**src/design/nfh_params.svh**
```systemverilog
// Constants for the flash host-port controller.
// Assumes a 200 MHz mclk and an external parallel NOR flash on the pins.
// What this block does
// - Host sends reset after error or identification (left to the caller, sent only on an NFH_OP_RESET_CMD request)
// - Write: write enable, chip select low, OE high
// - Unlock bypass programs in two cycles
// - Protect and unprotect cycle address encoding
// - Protect all groups before unprotect (left to the caller, not checked here)
// - Accelerated programs use two-cycle sequence
`ifndef NFH_PARAMS_SVH
`define NFH_PARAMS_SVH
`define NFH_CLK_MHZ 200
`define NFH_ACCESS_NS 90
`define NFH_ACCESS_CYC ((`NFH_ACCESS_NS * `NFH_CLK_MHZ + 999) / 1000)
`define NFH_OE_NS 35
`define NFH_OE_CYC ((`NFH_OE_NS * `NFH_CLK_MHZ + 999) / 1000)
`define NFH_WPULSE_NS 35
`define NFH_WPULSE_CYC ((`NFH_WPULSE_NS * `NFH_CLK_MHZ + 999) / 1000)
`define NFH_SETUP_CYC 1
`define NFH_HOLD_CYC 1
`define NFH_RESET_NS 500
`define NFH_RESET_CYC ((`NFH_RESET_NS * `NFH_CLK_MHZ + 999) / 1000)
`define NFH_UNLOCK1_ADDR 22'h00_0555
`define NFH_UNLOCK2_ADDR 22'h00_02AA
`define NFH_UNLOCK1_DATA 16'h00AA
`define NFH_UNLOCK2_DATA 16'h0055
`define NFH_CMD_PROGRAM 16'h00A0
`define NFH_CMD_AUTOSEL 16'h0090
`define NFH_CMD_BYPASS 16'h0020
`define NFH_CMD_RESET 16'h00F0
`define NFH_CMD_BYP_EXIT1 16'h0090
`define NFH_CMD_BYP_EXIT2 16'h0000
`define NFH_ID_MAKER_ADDR 22'h00_0100
`define NFH_ID_PART_ADDR 22'h00_0001
`define NFH_ID_VERIFY_LOW 22'h00_0002
`define NFH_PROT_LOW 22'h00_0002
`define NFH_UNPROT_LOW 22'h00_0042
`define NFH_SECT_LSB 15
`endif

```
**src/design/nfh_pkg.sv**
```systemverilog
// Types shared by the flash host-port controller files.
// Assumes nothing beyond the constants header.
package nfh_pkg;
   typedef enum logic [3:0] {
      NFH_OP_READ,
      NFH_OP_CMD_WRITE,
      NFH_OP_PROGRAM,
      NFH_OP_BYP_PROGRAM,
      NFH_OP_BYP_ENTER,
      NFH_OP_BYP_EXIT,
      NFH_OP_ID_ENTER,
      NFH_OP_ID_READ,
      NFH_OP_RESET_CMD,
      NFH_OP_PROTECT,
      NFH_OP_UNPROTECT,
      NFH_OP_HW_RESET
   } nfh_op_type;
   typedef enum logic [1:0] {
      NFH_ID_MAKER,
      NFH_ID_PART,
      NFH_ID_VERIFY
   } nfh_id_type;
endpackage

```
**src/design/nfh_cyc_if.sv**
```systemverilog
// Single bus-cycle request carrier between sequencer and cycle engine.
// Assumes both ends run on mclk.
`timescale 1ns/1ps
interface nfh_cyc_if;
   logic req;
   logic wr;
   logic [21:0] addr;
   logic [15:0] wdata;
   logic done;
   logic [15:0] rdata;
   modport seq (output req, output wr, output addr, output wdata,
      input done, input rdata);
   modport eng (input req, input wr, input addr, input wdata,
      output done, output rdata);
endinterface

```
**src/design/nfh_cycle_engine.sv**
```systemverilog
// One flash bus cycle at a time: read or write strobe timing.
// Assumes the sequencer holds the request until done pulses.
`timescale 1ns/1ps
`include "nfh_params.svh"
module nfh_cycle_engine #(
   parameter int ACC_CYC = `NFH_ACCESS_CYC,
   parameter int WP_CYC = `NFH_WPULSE_CYC
) (
   input wire logic mclk,
   input wire logic rst_b,
   nfh_cyc_if.eng cyc,
   input wire logic [15:0] dataIn,
   output logic chipSel_b,
   output logic outEn_b,
   output logic wrEn_b,
   output logic [21:0] addrOut,
   output logic [15:0] dataOut,
   output logic dataOe
);
   typedef enum logic [1:0] {ENG_IDLE, ENG_SETUP, ENG_STROBE, ENG_HOLD}
      nfh_eng_type;
   nfh_eng_type st_r, st_nxt;
   logic [7:0] cnt_r, cnt_nxt;
   logic cs_r, cs_nxt, oe_r, oe_nxt, we_r, we_nxt, drv_r, drv_nxt;
   logic done_r, done_nxt;
   logic [21:0] a_r, a_nxt;
   logic [15:0] d_r, d_nxt, rd_r, rd_nxt;

   // Counts live in an 8-bit down counter
   if (ACC_CYC < 1 || ACC_CYC > 255 || WP_CYC < 1 || WP_CYC > 255) begin
      $error("cycle counts out of range");
   end

   ////////////////////////////////////////////////////////////////////
   // Strobe sequencing; address is set a cycle before the strobe falls
   always_comb begin
      st_nxt = st_r;
      cnt_nxt = cnt_r;
      cs_nxt = cs_r;
      oe_nxt = oe_r;
      we_nxt = we_r;
      drv_nxt = drv_r;
      a_nxt = a_r;
      d_nxt = d_r;
      rd_nxt = rd_r;
      done_nxt = 1'b0;
      unique case (st_r)
         ENG_IDLE: begin
            cs_nxt = 1'b1; // Chip deselected between cycles
            oe_nxt = 1'b1;
            we_nxt = 1'b1;
            drv_nxt = 1'b0;
            if (cyc.req && !done_r) begin
               a_nxt = cyc.addr;
               d_nxt = cyc.wdata;
               drv_nxt = cyc.wr;
               cs_nxt = 1'b0;
               st_nxt = ENG_SETUP;
            end
         end
         ENG_SETUP: begin
            // Write holds OE high so the cycle is never a read
            oe_nxt = cyc.wr;
            we_nxt = !cyc.wr;
            cnt_nxt = cyc.wr ? 8'(WP_CYC) : 8'(ACC_CYC);
            st_nxt = ENG_STROBE;
         end
         ENG_STROBE: begin
            if (cnt_r <= 8'h01) begin
               // WE rises with data still driven
               rd_nxt = dataIn;
               we_nxt = 1'b1;
               oe_nxt = 1'b1; // Device floats its outputs
               st_nxt = ENG_HOLD;
            end else begin
               cnt_nxt = cnt_r - 8'h01;
            end
         end
         ENG_HOLD: begin
            cs_nxt = 1'b1;
            drv_nxt = 1'b0;
            done_nxt = 1'b1;
            st_nxt = ENG_IDLE;
         end
      endcase
   end

   always_ff @(posedge mclk or negedge rst_b) begin
      if (!rst_b) begin
         st_r <= ENG_IDLE;
         cnt_r <= 8'h00;
         cs_r <= 1'b1;
         oe_r <= 1'b1;
         we_r <= 1'b1;
         drv_r <= 1'b0;
         a_r <= 22'h00_0000;
         d_r <= 16'h0000;
         rd_r <= 16'h0000;
         done_r <= 1'b0;
      end else begin
         st_r <= st_nxt;
         cnt_r <= cnt_nxt;
         cs_r <= cs_nxt;
         oe_r <= oe_nxt;
         we_r <= we_nxt;
         drv_r <= drv_nxt;
         a_r <= a_nxt;
         d_r <= d_nxt;
         rd_r <= rd_nxt;
         done_r <= done_nxt;
      end
   end

   assign chipSel_b = cs_r;
   assign outEn_b = oe_r;
   assign wrEn_b = we_r;
   assign addrOut = a_r;
   assign dataOut = d_r;
   assign dataOe = drv_r;
   assign cyc.done = done_r;
   assign cyc.rdata = rd_r;
endmodule

```
**src/design/nfh_host.sv**
```systemverilog
// Host controller for a parallel NOR flash: turns operation requests into
// command sequences on the flash pins. Assumes strobes synchronous to mclk;
// elevated voltages on reset and write-protect pins come from board
// switches driven by the level outputs of this block.
`timescale 1ns/1ps
`include "nfh_params.svh"
module nfh_host
   import nfh_pkg::*;
#(
   parameter int RESET_CYC = `NFH_RESET_CYC
) (
   input wire logic mclk,
   input wire logic rst_b,
   input wire logic opValid,
   input nfh_pkg::nfh_op_type opCode,
   input wire logic [21:0] opAddr,
   input wire logic [15:0] opData,
   input wire logic accelReq,
   input wire logic wrProtReq,
   output logic opReady,
   output logic opDone,
   output logic [15:0] opRdata,
   output logic bypassActive,
   output logic idActive,
   output logic chipSel_b,
   output logic outEn_b,
   output logic wrEn_b,
   output logic [21:0] address_bus,
   output logic [15:0] dataBusOut,
   output logic dataBusOe,
   input wire logic [15:0] dataBusIn,
   output logic hwReset_b,
   output logic resetElevated,
   output logic wrProtHigh,
   output logic accelHighVolt
);
   import nfh_pkg::*;

   typedef enum logic [2:0] {HS_IDLE, HS_ISSUE, HS_WAIT, HS_RST, HS_FIN}
      nfh_hs_type;

   nfh_cyc_if cyc();

   nfh_hs_type st_r, st_nxt;
   nfh_op_type op_r, op_nxt;
   logic [2:0] idx_r, idx_nxt, last_r, last_nxt;
   logic [21:0] a_r, a_nxt;
   logic [15:0] d_r, d_nxt, rdat_r, rdat_nxt;
   logic [15:0] rcnt_r, rcnt_nxt;
   logic byp_r, byp_nxt, id_r, id_nxt, done_r, done_nxt;
   logic hrst_r, hrst_nxt, elev_r, elev_nxt;
   logic wp_r, wp_nxt, acc_r, acc_nxt;
   logic rdy_r, rdy_nxt;

   // Pulse length lives in a 16-bit down counter
   if (RESET_CYC < 1 || RESET_CYC > 65535) begin
      $error("RESET_CYC out of range");
   end

   ////////////////////////////////////////////////////////////////////
   // Step table: number of bus cycles each operation needs
   function automatic logic [2:0] stepCount(nfh_op_type op, logic byp);
      unique case (op)
         NFH_OP_READ, NFH_OP_ID_READ, NFH_OP_RESET_CMD,
         NFH_OP_CMD_WRITE: stepCount = 3'd1;
         NFH_OP_PROTECT, NFH_OP_UNPROTECT: stepCount = 3'd1;
         NFH_OP_PROGRAM: stepCount = 3'd4;
         NFH_OP_BYP_PROGRAM, NFH_OP_BYP_EXIT: stepCount = 3'd2;
         NFH_OP_BYP_ENTER, NFH_OP_ID_ENTER: stepCount = 3'd3;
         default: stepCount = 3'd1;
      endcase
      if (op == NFH_OP_PROGRAM && byp)
         stepCount = 3'd2; // Bypass mode shortens program
   endfunction

   // Address, data and direction of step i of an operation
   function automatic logic [38:0] stepWord(nfh_op_type op, logic [2:0] i,
         logic [21:0] a, logic [15:0] d, logic byp);
      logic [21:0] sa;
      logic [15:0] sd;
      logic w;
      sa = a;
      sd = d;
      w = 1'b1;
      unique case (op)
         NFH_OP_READ, NFH_OP_ID_READ: w = 1'b0;
         NFH_OP_CMD_WRITE: w = 1'b1;
         NFH_OP_RESET_CMD: sd = `NFH_CMD_RESET;
         NFH_OP_PROTECT: begin
            // Group address on top bits, low pattern selects protect
            sa = {a[21:`NFH_SECT_LSB], 15'h0000} | `NFH_PROT_LOW;
            sd = 16'h0000;
         end
         NFH_OP_UNPROTECT: begin
            // Caller must protect every group first; not checked
            sa = {a[21:`NFH_SECT_LSB], 15'h0000} | `NFH_UNPROT_LOW;
            sd = 16'h0000;
         end
         NFH_OP_BYP_EXIT: begin
            sa = a;
            sd = (i == 3'd0) ? `NFH_CMD_BYP_EXIT1 : `NFH_CMD_BYP_EXIT2;
         end
         default: begin
            // Unlock preamble shared by command sequences
            if ((op == NFH_OP_PROGRAM && byp) ||
                  op == NFH_OP_BYP_PROGRAM) begin
               // Two-cycle program while in bypass
               sa = (i == 3'd0) ? `NFH_UNLOCK1_ADDR : a;
               sd = (i == 3'd0) ? `NFH_CMD_PROGRAM : d;
            end else if (i == 3'd0) begin
               sa = `NFH_UNLOCK1_ADDR;
               sd = `NFH_UNLOCK1_DATA;
            end else if (i == 3'd1) begin
               sa = `NFH_UNLOCK2_ADDR;
               sd = `NFH_UNLOCK2_DATA;
            end else if (i == 3'd2) begin
               sa = `NFH_UNLOCK1_ADDR;
               unique case (op)
                  NFH_OP_BYP_ENTER: sd = `NFH_CMD_BYPASS;
                  NFH_OP_ID_ENTER: sd = `NFH_CMD_AUTOSEL;
                  default: sd = `NFH_CMD_PROGRAM;
               endcase
            end
         end
      endcase
      stepWord = {w, sa, sd};
   endfunction

   ////////////////////////////////////////////////////////////////////
   // Operation sequencer
   always_comb begin
      st_nxt = st_r;
      op_nxt = op_r;
      idx_nxt = idx_r;
      last_nxt = last_r;
      a_nxt = a_r;
      d_nxt = d_r;
      rdat_nxt = rdat_r;
      rcnt_nxt = rcnt_r;
      byp_nxt = byp_r;
      id_nxt = id_r;
      done_nxt = 1'b0;
      hrst_nxt = hrst_r;
      elev_nxt = elev_r;
      // Pin level straps follow the user levels; accelerate also raises write protect
      wp_nxt = wrProtReq | accelReq;
      acc_nxt = accelReq;
      if (accelReq)
         byp_nxt = 1'b1; // Accelerate voltage forces bypass
      else if (acc_r)
         byp_nxt = 1'b0;
      unique case (st_r)
         HS_IDLE: begin
            if (opValid) begin
               op_nxt = opCode;
               a_nxt = opAddr;
               d_nxt = opData;
               idx_nxt = 3'd0;
               last_nxt = stepCount(opCode, byp_r) - 3'd1;
               if (opCode == NFH_OP_HW_RESET) begin
                  hrst_nxt = 1'b0; // Held low for the pulse time
                  rcnt_nxt = 16'(RESET_CYC);
                  st_nxt = HS_RST;
               end else begin
                  // Protect cycles need reset at elevated level
                  elev_nxt = (opCode == NFH_OP_PROTECT) ||
                     (opCode == NFH_OP_UNPROTECT);
                  st_nxt = HS_ISSUE;
               end
            end
         end
         HS_ISSUE: st_nxt = HS_WAIT;
         HS_WAIT: begin
            if (cyc.done) begin
               rdat_nxt = cyc.rdata;
               if (idx_r == last_r)
                  st_nxt = HS_FIN;
               else begin
                  idx_nxt = idx_r + 3'd1;
                  st_nxt = HS_ISSUE;
               end
            end
         end
         HS_RST: begin
            if (rcnt_r <= 16'h0001) begin
               hrst_nxt = 1'b1;
               // Device back in array read, modes dropped; bypass kept while accelerate is requested
               byp_nxt = accelReq;
               id_nxt = 1'b0;
               st_nxt = HS_FIN;
            end else
               rcnt_nxt = rcnt_r - 16'h0001;
         end
         HS_FIN: begin
            done_nxt = 1'b1;
            elev_nxt = 1'b0;
            unique case (op_r)
               NFH_OP_BYP_ENTER: byp_nxt = 1'b1;
               NFH_OP_BYP_EXIT: byp_nxt = accelReq;
               NFH_OP_ID_ENTER: id_nxt = 1'b1;
               NFH_OP_RESET_CMD: id_nxt = 1'b0; // Leaves identification
               default: ;
            endcase
            st_nxt = HS_IDLE;
         end
         default: st_nxt = HS_IDLE;
      endcase
      // Ready comes from a flop, not from a state decode
      rdy_nxt = (st_nxt == HS_IDLE);
   end

   always_ff @(posedge mclk or negedge rst_b) begin
      if (!rst_b) begin
         st_r <= HS_IDLE;
         op_r <= NFH_OP_READ;
         idx_r <= 3'd0;
         last_r <= 3'd0;
         a_r <= 22'h00_0000;
         d_r <= 16'h0000;
         rdat_r <= 16'h0000;
         rcnt_r <= 16'h0000;
         byp_r <= 1'b0;
         id_r <= 1'b0;
         done_r <= 1'b0;
         hrst_r <= 1'b1;
         elev_r <= 1'b0;
         wp_r <= 1'b0;
         acc_r <= 1'b0;
         rdy_r <= 1'b1;
      end else begin
         st_r <= st_nxt;
         op_r <= op_nxt;
         idx_r <= idx_nxt;
         last_r <= last_nxt;
         a_r <= a_nxt;
         d_r <= d_nxt;
         rdat_r <= rdat_nxt;
         rcnt_r <= rcnt_nxt;
         byp_r <= byp_nxt;
         id_r <= id_nxt;
         done_r <= done_nxt;
         hrst_r <= hrst_nxt;
         elev_r <= elev_nxt;
         wp_r <= wp_nxt;
         acc_r <= acc_nxt;
         rdy_r <= rdy_nxt;
      end
   end

   ////////////////////////////////////////////////////////////////////
   // Request to the cycle engine, held through HS_WAIT until done
   logic [38:0] word;
   always_comb begin
      word = stepWord(op_r, idx_r, a_r, d_r, byp_r);
   end
   assign cyc.req = (st_r == HS_WAIT);
   assign cyc.wr = word[38];
   assign cyc.addr = word[37:16];
   assign cyc.wdata = word[15:0];

   nfh_cycle_engine u_eng (
      .mclk(mclk),
      .rst_b(rst_b),
      .cyc(cyc),
      .dataIn(dataBusIn),
      .chipSel_b(chipSel_b),
      .outEn_b(outEn_b),
      .wrEn_b(wrEn_b),
      .addrOut(address_bus),
      .dataOut(dataBusOut),
      .dataOe(dataBusOe)
   );

   assign opReady = rdy_r;
   assign opDone = done_r;
   assign opRdata = rdat_r;
   assign bypassActive = byp_r;
   assign idActive = id_r;
   assign hwReset_b = hrst_r;
   assign resetElevated = elev_r;
   assign wrProtHigh = wp_r;
   assign accelHighVolt = acc_r;
endmodule

```
**config.mk**
```make
export PLATFORM = sky130hd
export DESIGN_NAME = nfh_host
export DESIGN_NICKNAME = d
export VERILOG_FILES = /design/src/design/nfh_pkg.sv /design/src/design/nfh_cyc_if.sv /design/src/design/nfh_cycle_engine.sv /design/src/design/nfh_host.sv
export VERILOG_INCLUDE_DIRS = /design/src /design/src/design
export SDC_FILE = /design/constraint.sdc
export NUM_CORES = 1
export LEC_CHECK = 0
export BUFFER_PORTS_ARGS = -buffer_cell sky130_fd_sc_hd__buf_2
export CAP_MARGIN = 20
export CORE_MARGIN = 4
export CORE_UTILIZATION = 35
export CTS_BUF_LIST = sky130_fd_sc_hd__clkbuf_8
export CTS_CLUSTER_SIZE = 24
export DETAILED_ROUTE_END_ITERATION = 7
export PLACE_DENSITY = 0.5
export SYNTH_ARGS = -nofsm -noshare
export SYNTH_HDL_FRONTEND = slang
export SYNTH_SLANG_ARGS = --single-unit
```
**constraint.sdc**
```tcl
create_clock -name mclk -period 7.18 [get_ports mclk]
set_input_delay 0.718 -clock mclk [delete_from_list [all_inputs] [get_ports mclk]]
set_output_delay 0.718 -clock mclk [all_outputs]
set_load 0.005 [all_outputs]
```
==> impl_metrics.json <==
{
  "postCtsSetupRepairBufs": 0,
  "status": "finished clean",
  "rows": 52,
  "via_count": 5365,
  "fillers": 1997,
  "slowest_delay_ns": 0.60,
  "final.setup.tns_ns": 0,
  "detail-route-antenna-nets": 0,
  "power_density_nw_per_um2": 195,
  "crit_fanout": 54,
  "relSlewSlack_pct": 28.9,
  "synth_compound_area_share_pct": 11.8,
  "hpwl_um": 12400,
  "wl_per_cell_um": 16.9,
  "max-vdd-ir-drop_v": 0.000116,
  "synth_edf_count": 0,
  "clk_pin_slew_ns": 0.09,
  "critPathBufInv": 1,
  "grt_use_total_pct": 15.5,
  "min_path_type": "input port to async pin",
  "synthMuxAreaShare_pct": 13.2,
  "critPathKind": "flip-flop to flip-flop",
  "synthArstFlopShare_pct": 100,
  "cts_root_buffer": "clkbuf_8",
  "maxCapViolCount": 0,
  "drtPass1Iterations": 4,
  "path_cells": "nor4b_4 -> buf_4 -> nand4_1 -> a22o_1 -> or4_1 -> a21oi_1",
  "numCtsBuffers": 17,
  "io_buffers": 128,
  "synth_adder_area_share_pct": 2.23,
  "clk_latency_ns": 0.45,
  "drive_gt1_share_pct": 33.8,
  "syn-cell-area_sq_um": 7290,
  "cts_tree": "built",
  "drtIter0Drc": 283,
  "yosysWarnings": 0,
  "yosysMostFrequentCell": "dfrtp_1",
  "totalWireLength_um": 17500,
  "grt_antenna_before_repair": 0,
  "cp_data_arrival_time_ns": 3.39,
  "required_ns": 7.55,
  "max_freq_mhz": 331,
  "cts_sinks": 160,
  "grt-ovfl-total": 0,
  "multi_input_area_sq_um": 3080,
  "fin_crit_sh_pct": 42.1,
  "cts_hold_buf": 0,
  "cts-resized-gates": 0,
  "pin_count": 129,
  "clockBufferDepth": 2,
  "htreeDepth": 4,
  "top_layer_used": "met4",
  "worstMarginPinSlew_ns": 1.07,
  "min_period_ns": 3.02,
  "wirelength_met1_um": 7700,
  "die-area_sq_um": 23200,
  "grt_pass1_vias": 5681,
  "regArea_sq_um": 4010,
  "wl_met3_um": 909,
  "syn_area_per_cell_sq_um": 11.5,
  "yosys-top-cells-area": "dfrtp_1, mux2_2, a21oi_1",
  "synth_cells": 633,
  "grt_pass1_wl_um": 29700,
  "synth_commonest_cells": "dfrtp_1, mux2_2, nor2_1",
  "synth_cell_types": 65,
  "worst_slack_ns": 4.16,
  "worstSetupEndpointType": "flip-flop",
  "gp_congestion": 0.832,
  "crit_family": "simple AND/OR/NAND/NOR gates",
  "drc": 0,
  "fin_skew_ns": 0.0203,
  "hold_viol": 0,
  "startpoint_type": "flip-flop",
  "diodes": 0,
  "area_growth_pct": 17.2,
  "synth_top_family_by_area": "simple AND/OR/NAND/NOR gates",
  "wl_met2_um": 8690,
  "nets": 833,
  "core_area_sq_um": 20400,
  "grt_setup_unrepaired": "false",
  "leakagePower_nw": 4.10,
  "pre_cts_slack_ns": 3.89,
  "fp.dieW_um": 152,
  "yosysTopAreaCell": "dfrtp_1",
  "cp_slowest_cell": "buf_4",
  "synthSimpleGateAreaFrac_pct": 13.5,
  "synth_nets": 709,
  "ys.flop_type": "dfrtp_1",
  "grt_max_degree": 91,
  "die_y_um": 152,
  "ys_ff_latch": 160,
  "viasPerCell": 5.16,
  "ys_seq_area_share_pct": 55.0,
  "initial_core_util_pct": 35.8,
  "synth_xor_area_share_pct": 1.44,
  "setup_viol": 0,
  "final_max_slew_viol_count": 0,
  "yosysTopAreaCellShare_pct": 53.2
}
[area by class of cell]
cell class / count / area share, %
clock buffers: 17 / 2.74
clock inverters: 14 / 1.57
flip-flops and latches: 160 / 47.0
multi-input cells: 426 / 36.0
inverters: 21 / 0.923
well taps: 270 / 3.96
repair buffers: 131 / 7.84
[cells in the final DEF, fill, tap and decap left out, types with 10 or more instances in the layout]
cell	Yosys	layout
o21ai_0	29	29
nor3_1	17	17
mux2i_1	12	12
nand2_1	38	38
clkbuf_8	0	17
or3_1	10	10
inv_1	21	21
ha_1	13	13
mux2_2	75	75
xnor2_1	11	11
a22o_1	10	10
or4_1	10	10
a21oi_1	41	41
nor2_1	46	46
nand3_1	11	11
buf_2	6	127
dfrtp_1	155	155
[path summary, 6_finish.rpt]
| kind | endpoint | cells past startpoint | startpoint | slack (ns) |
|---|---|---|---|---|
| max | rcnt_r[14] | 6 | st_r[0] | 4.16 |
| min | u_eng.cyc.rdata[7] | 1 | rst_b | 0.33 |
| max reg2reg | rcnt_r[14] | 6 | st_r[0] | 4.16 |
| min reg2reg | u_eng.chipSel_b | 2 | u_eng.chipSel_b | 0.47 |
| max in group asynchronous | u_eng.addrOut[20] | 2 | rst_b | 5.37 |
| min in group mclk | accelHighVolt | 1 | accelReq | 0.42 |
[kinds of logic (layout without fill, tap and decap cells)]
family	after synthesis	after routing
buf+inv	47	183
flops	160	160
simple gates	181	181
mux	87	87
compound gates	133	133
xor+xnor	12	12
fa+ha+maj	13	13
[registers in the layout (all words and copies together) (netlist names), 2 cells and up]
signal,flops
u_eng.cyc.rdata,16
u_eng.cnt_r,8
u_eng.dataOut,16
rcnt_r,16
a_r,22
opRdata,16
st_r,3
u_eng.st_r,2
idx_r,3
d_r,16
last_r,3
op_r,4
u_eng.addrOut,22
[stage by stage]
stage,total power [mW],cell area [sq um],hold WS (ns),util [%],std cells
2_1_floorplan,1.00,7290,0.422,-,633
3_3_place_gp,1.05,8170,0.467,40.1,1008
3_5_place_dp,1.06,8170,0.466,40.1,1008
4_1_cts,1.70,8540,0.344,41.9,1039
5_1_grt,1.75,8540,0.355,41.9,1039
6_report,1.67,8540,0.327,41.9,1039
[power breakdown]
part	switching, mW	internal (mW)	leakage (nW)
Sequential	0.0209	0.923	2.08
Clock	0.352	0.277	0.170
Combinational	0.0542	0.0389	1.85
[routing by layer]
metal  vias up  track usage (%)
li1       2531                -
met1      2704             20.0
met2       115             25.8
met3        15             3.69
met4         0             4.97
met5         -                0
Note: power is estimated with default switching activity, not from simulation.
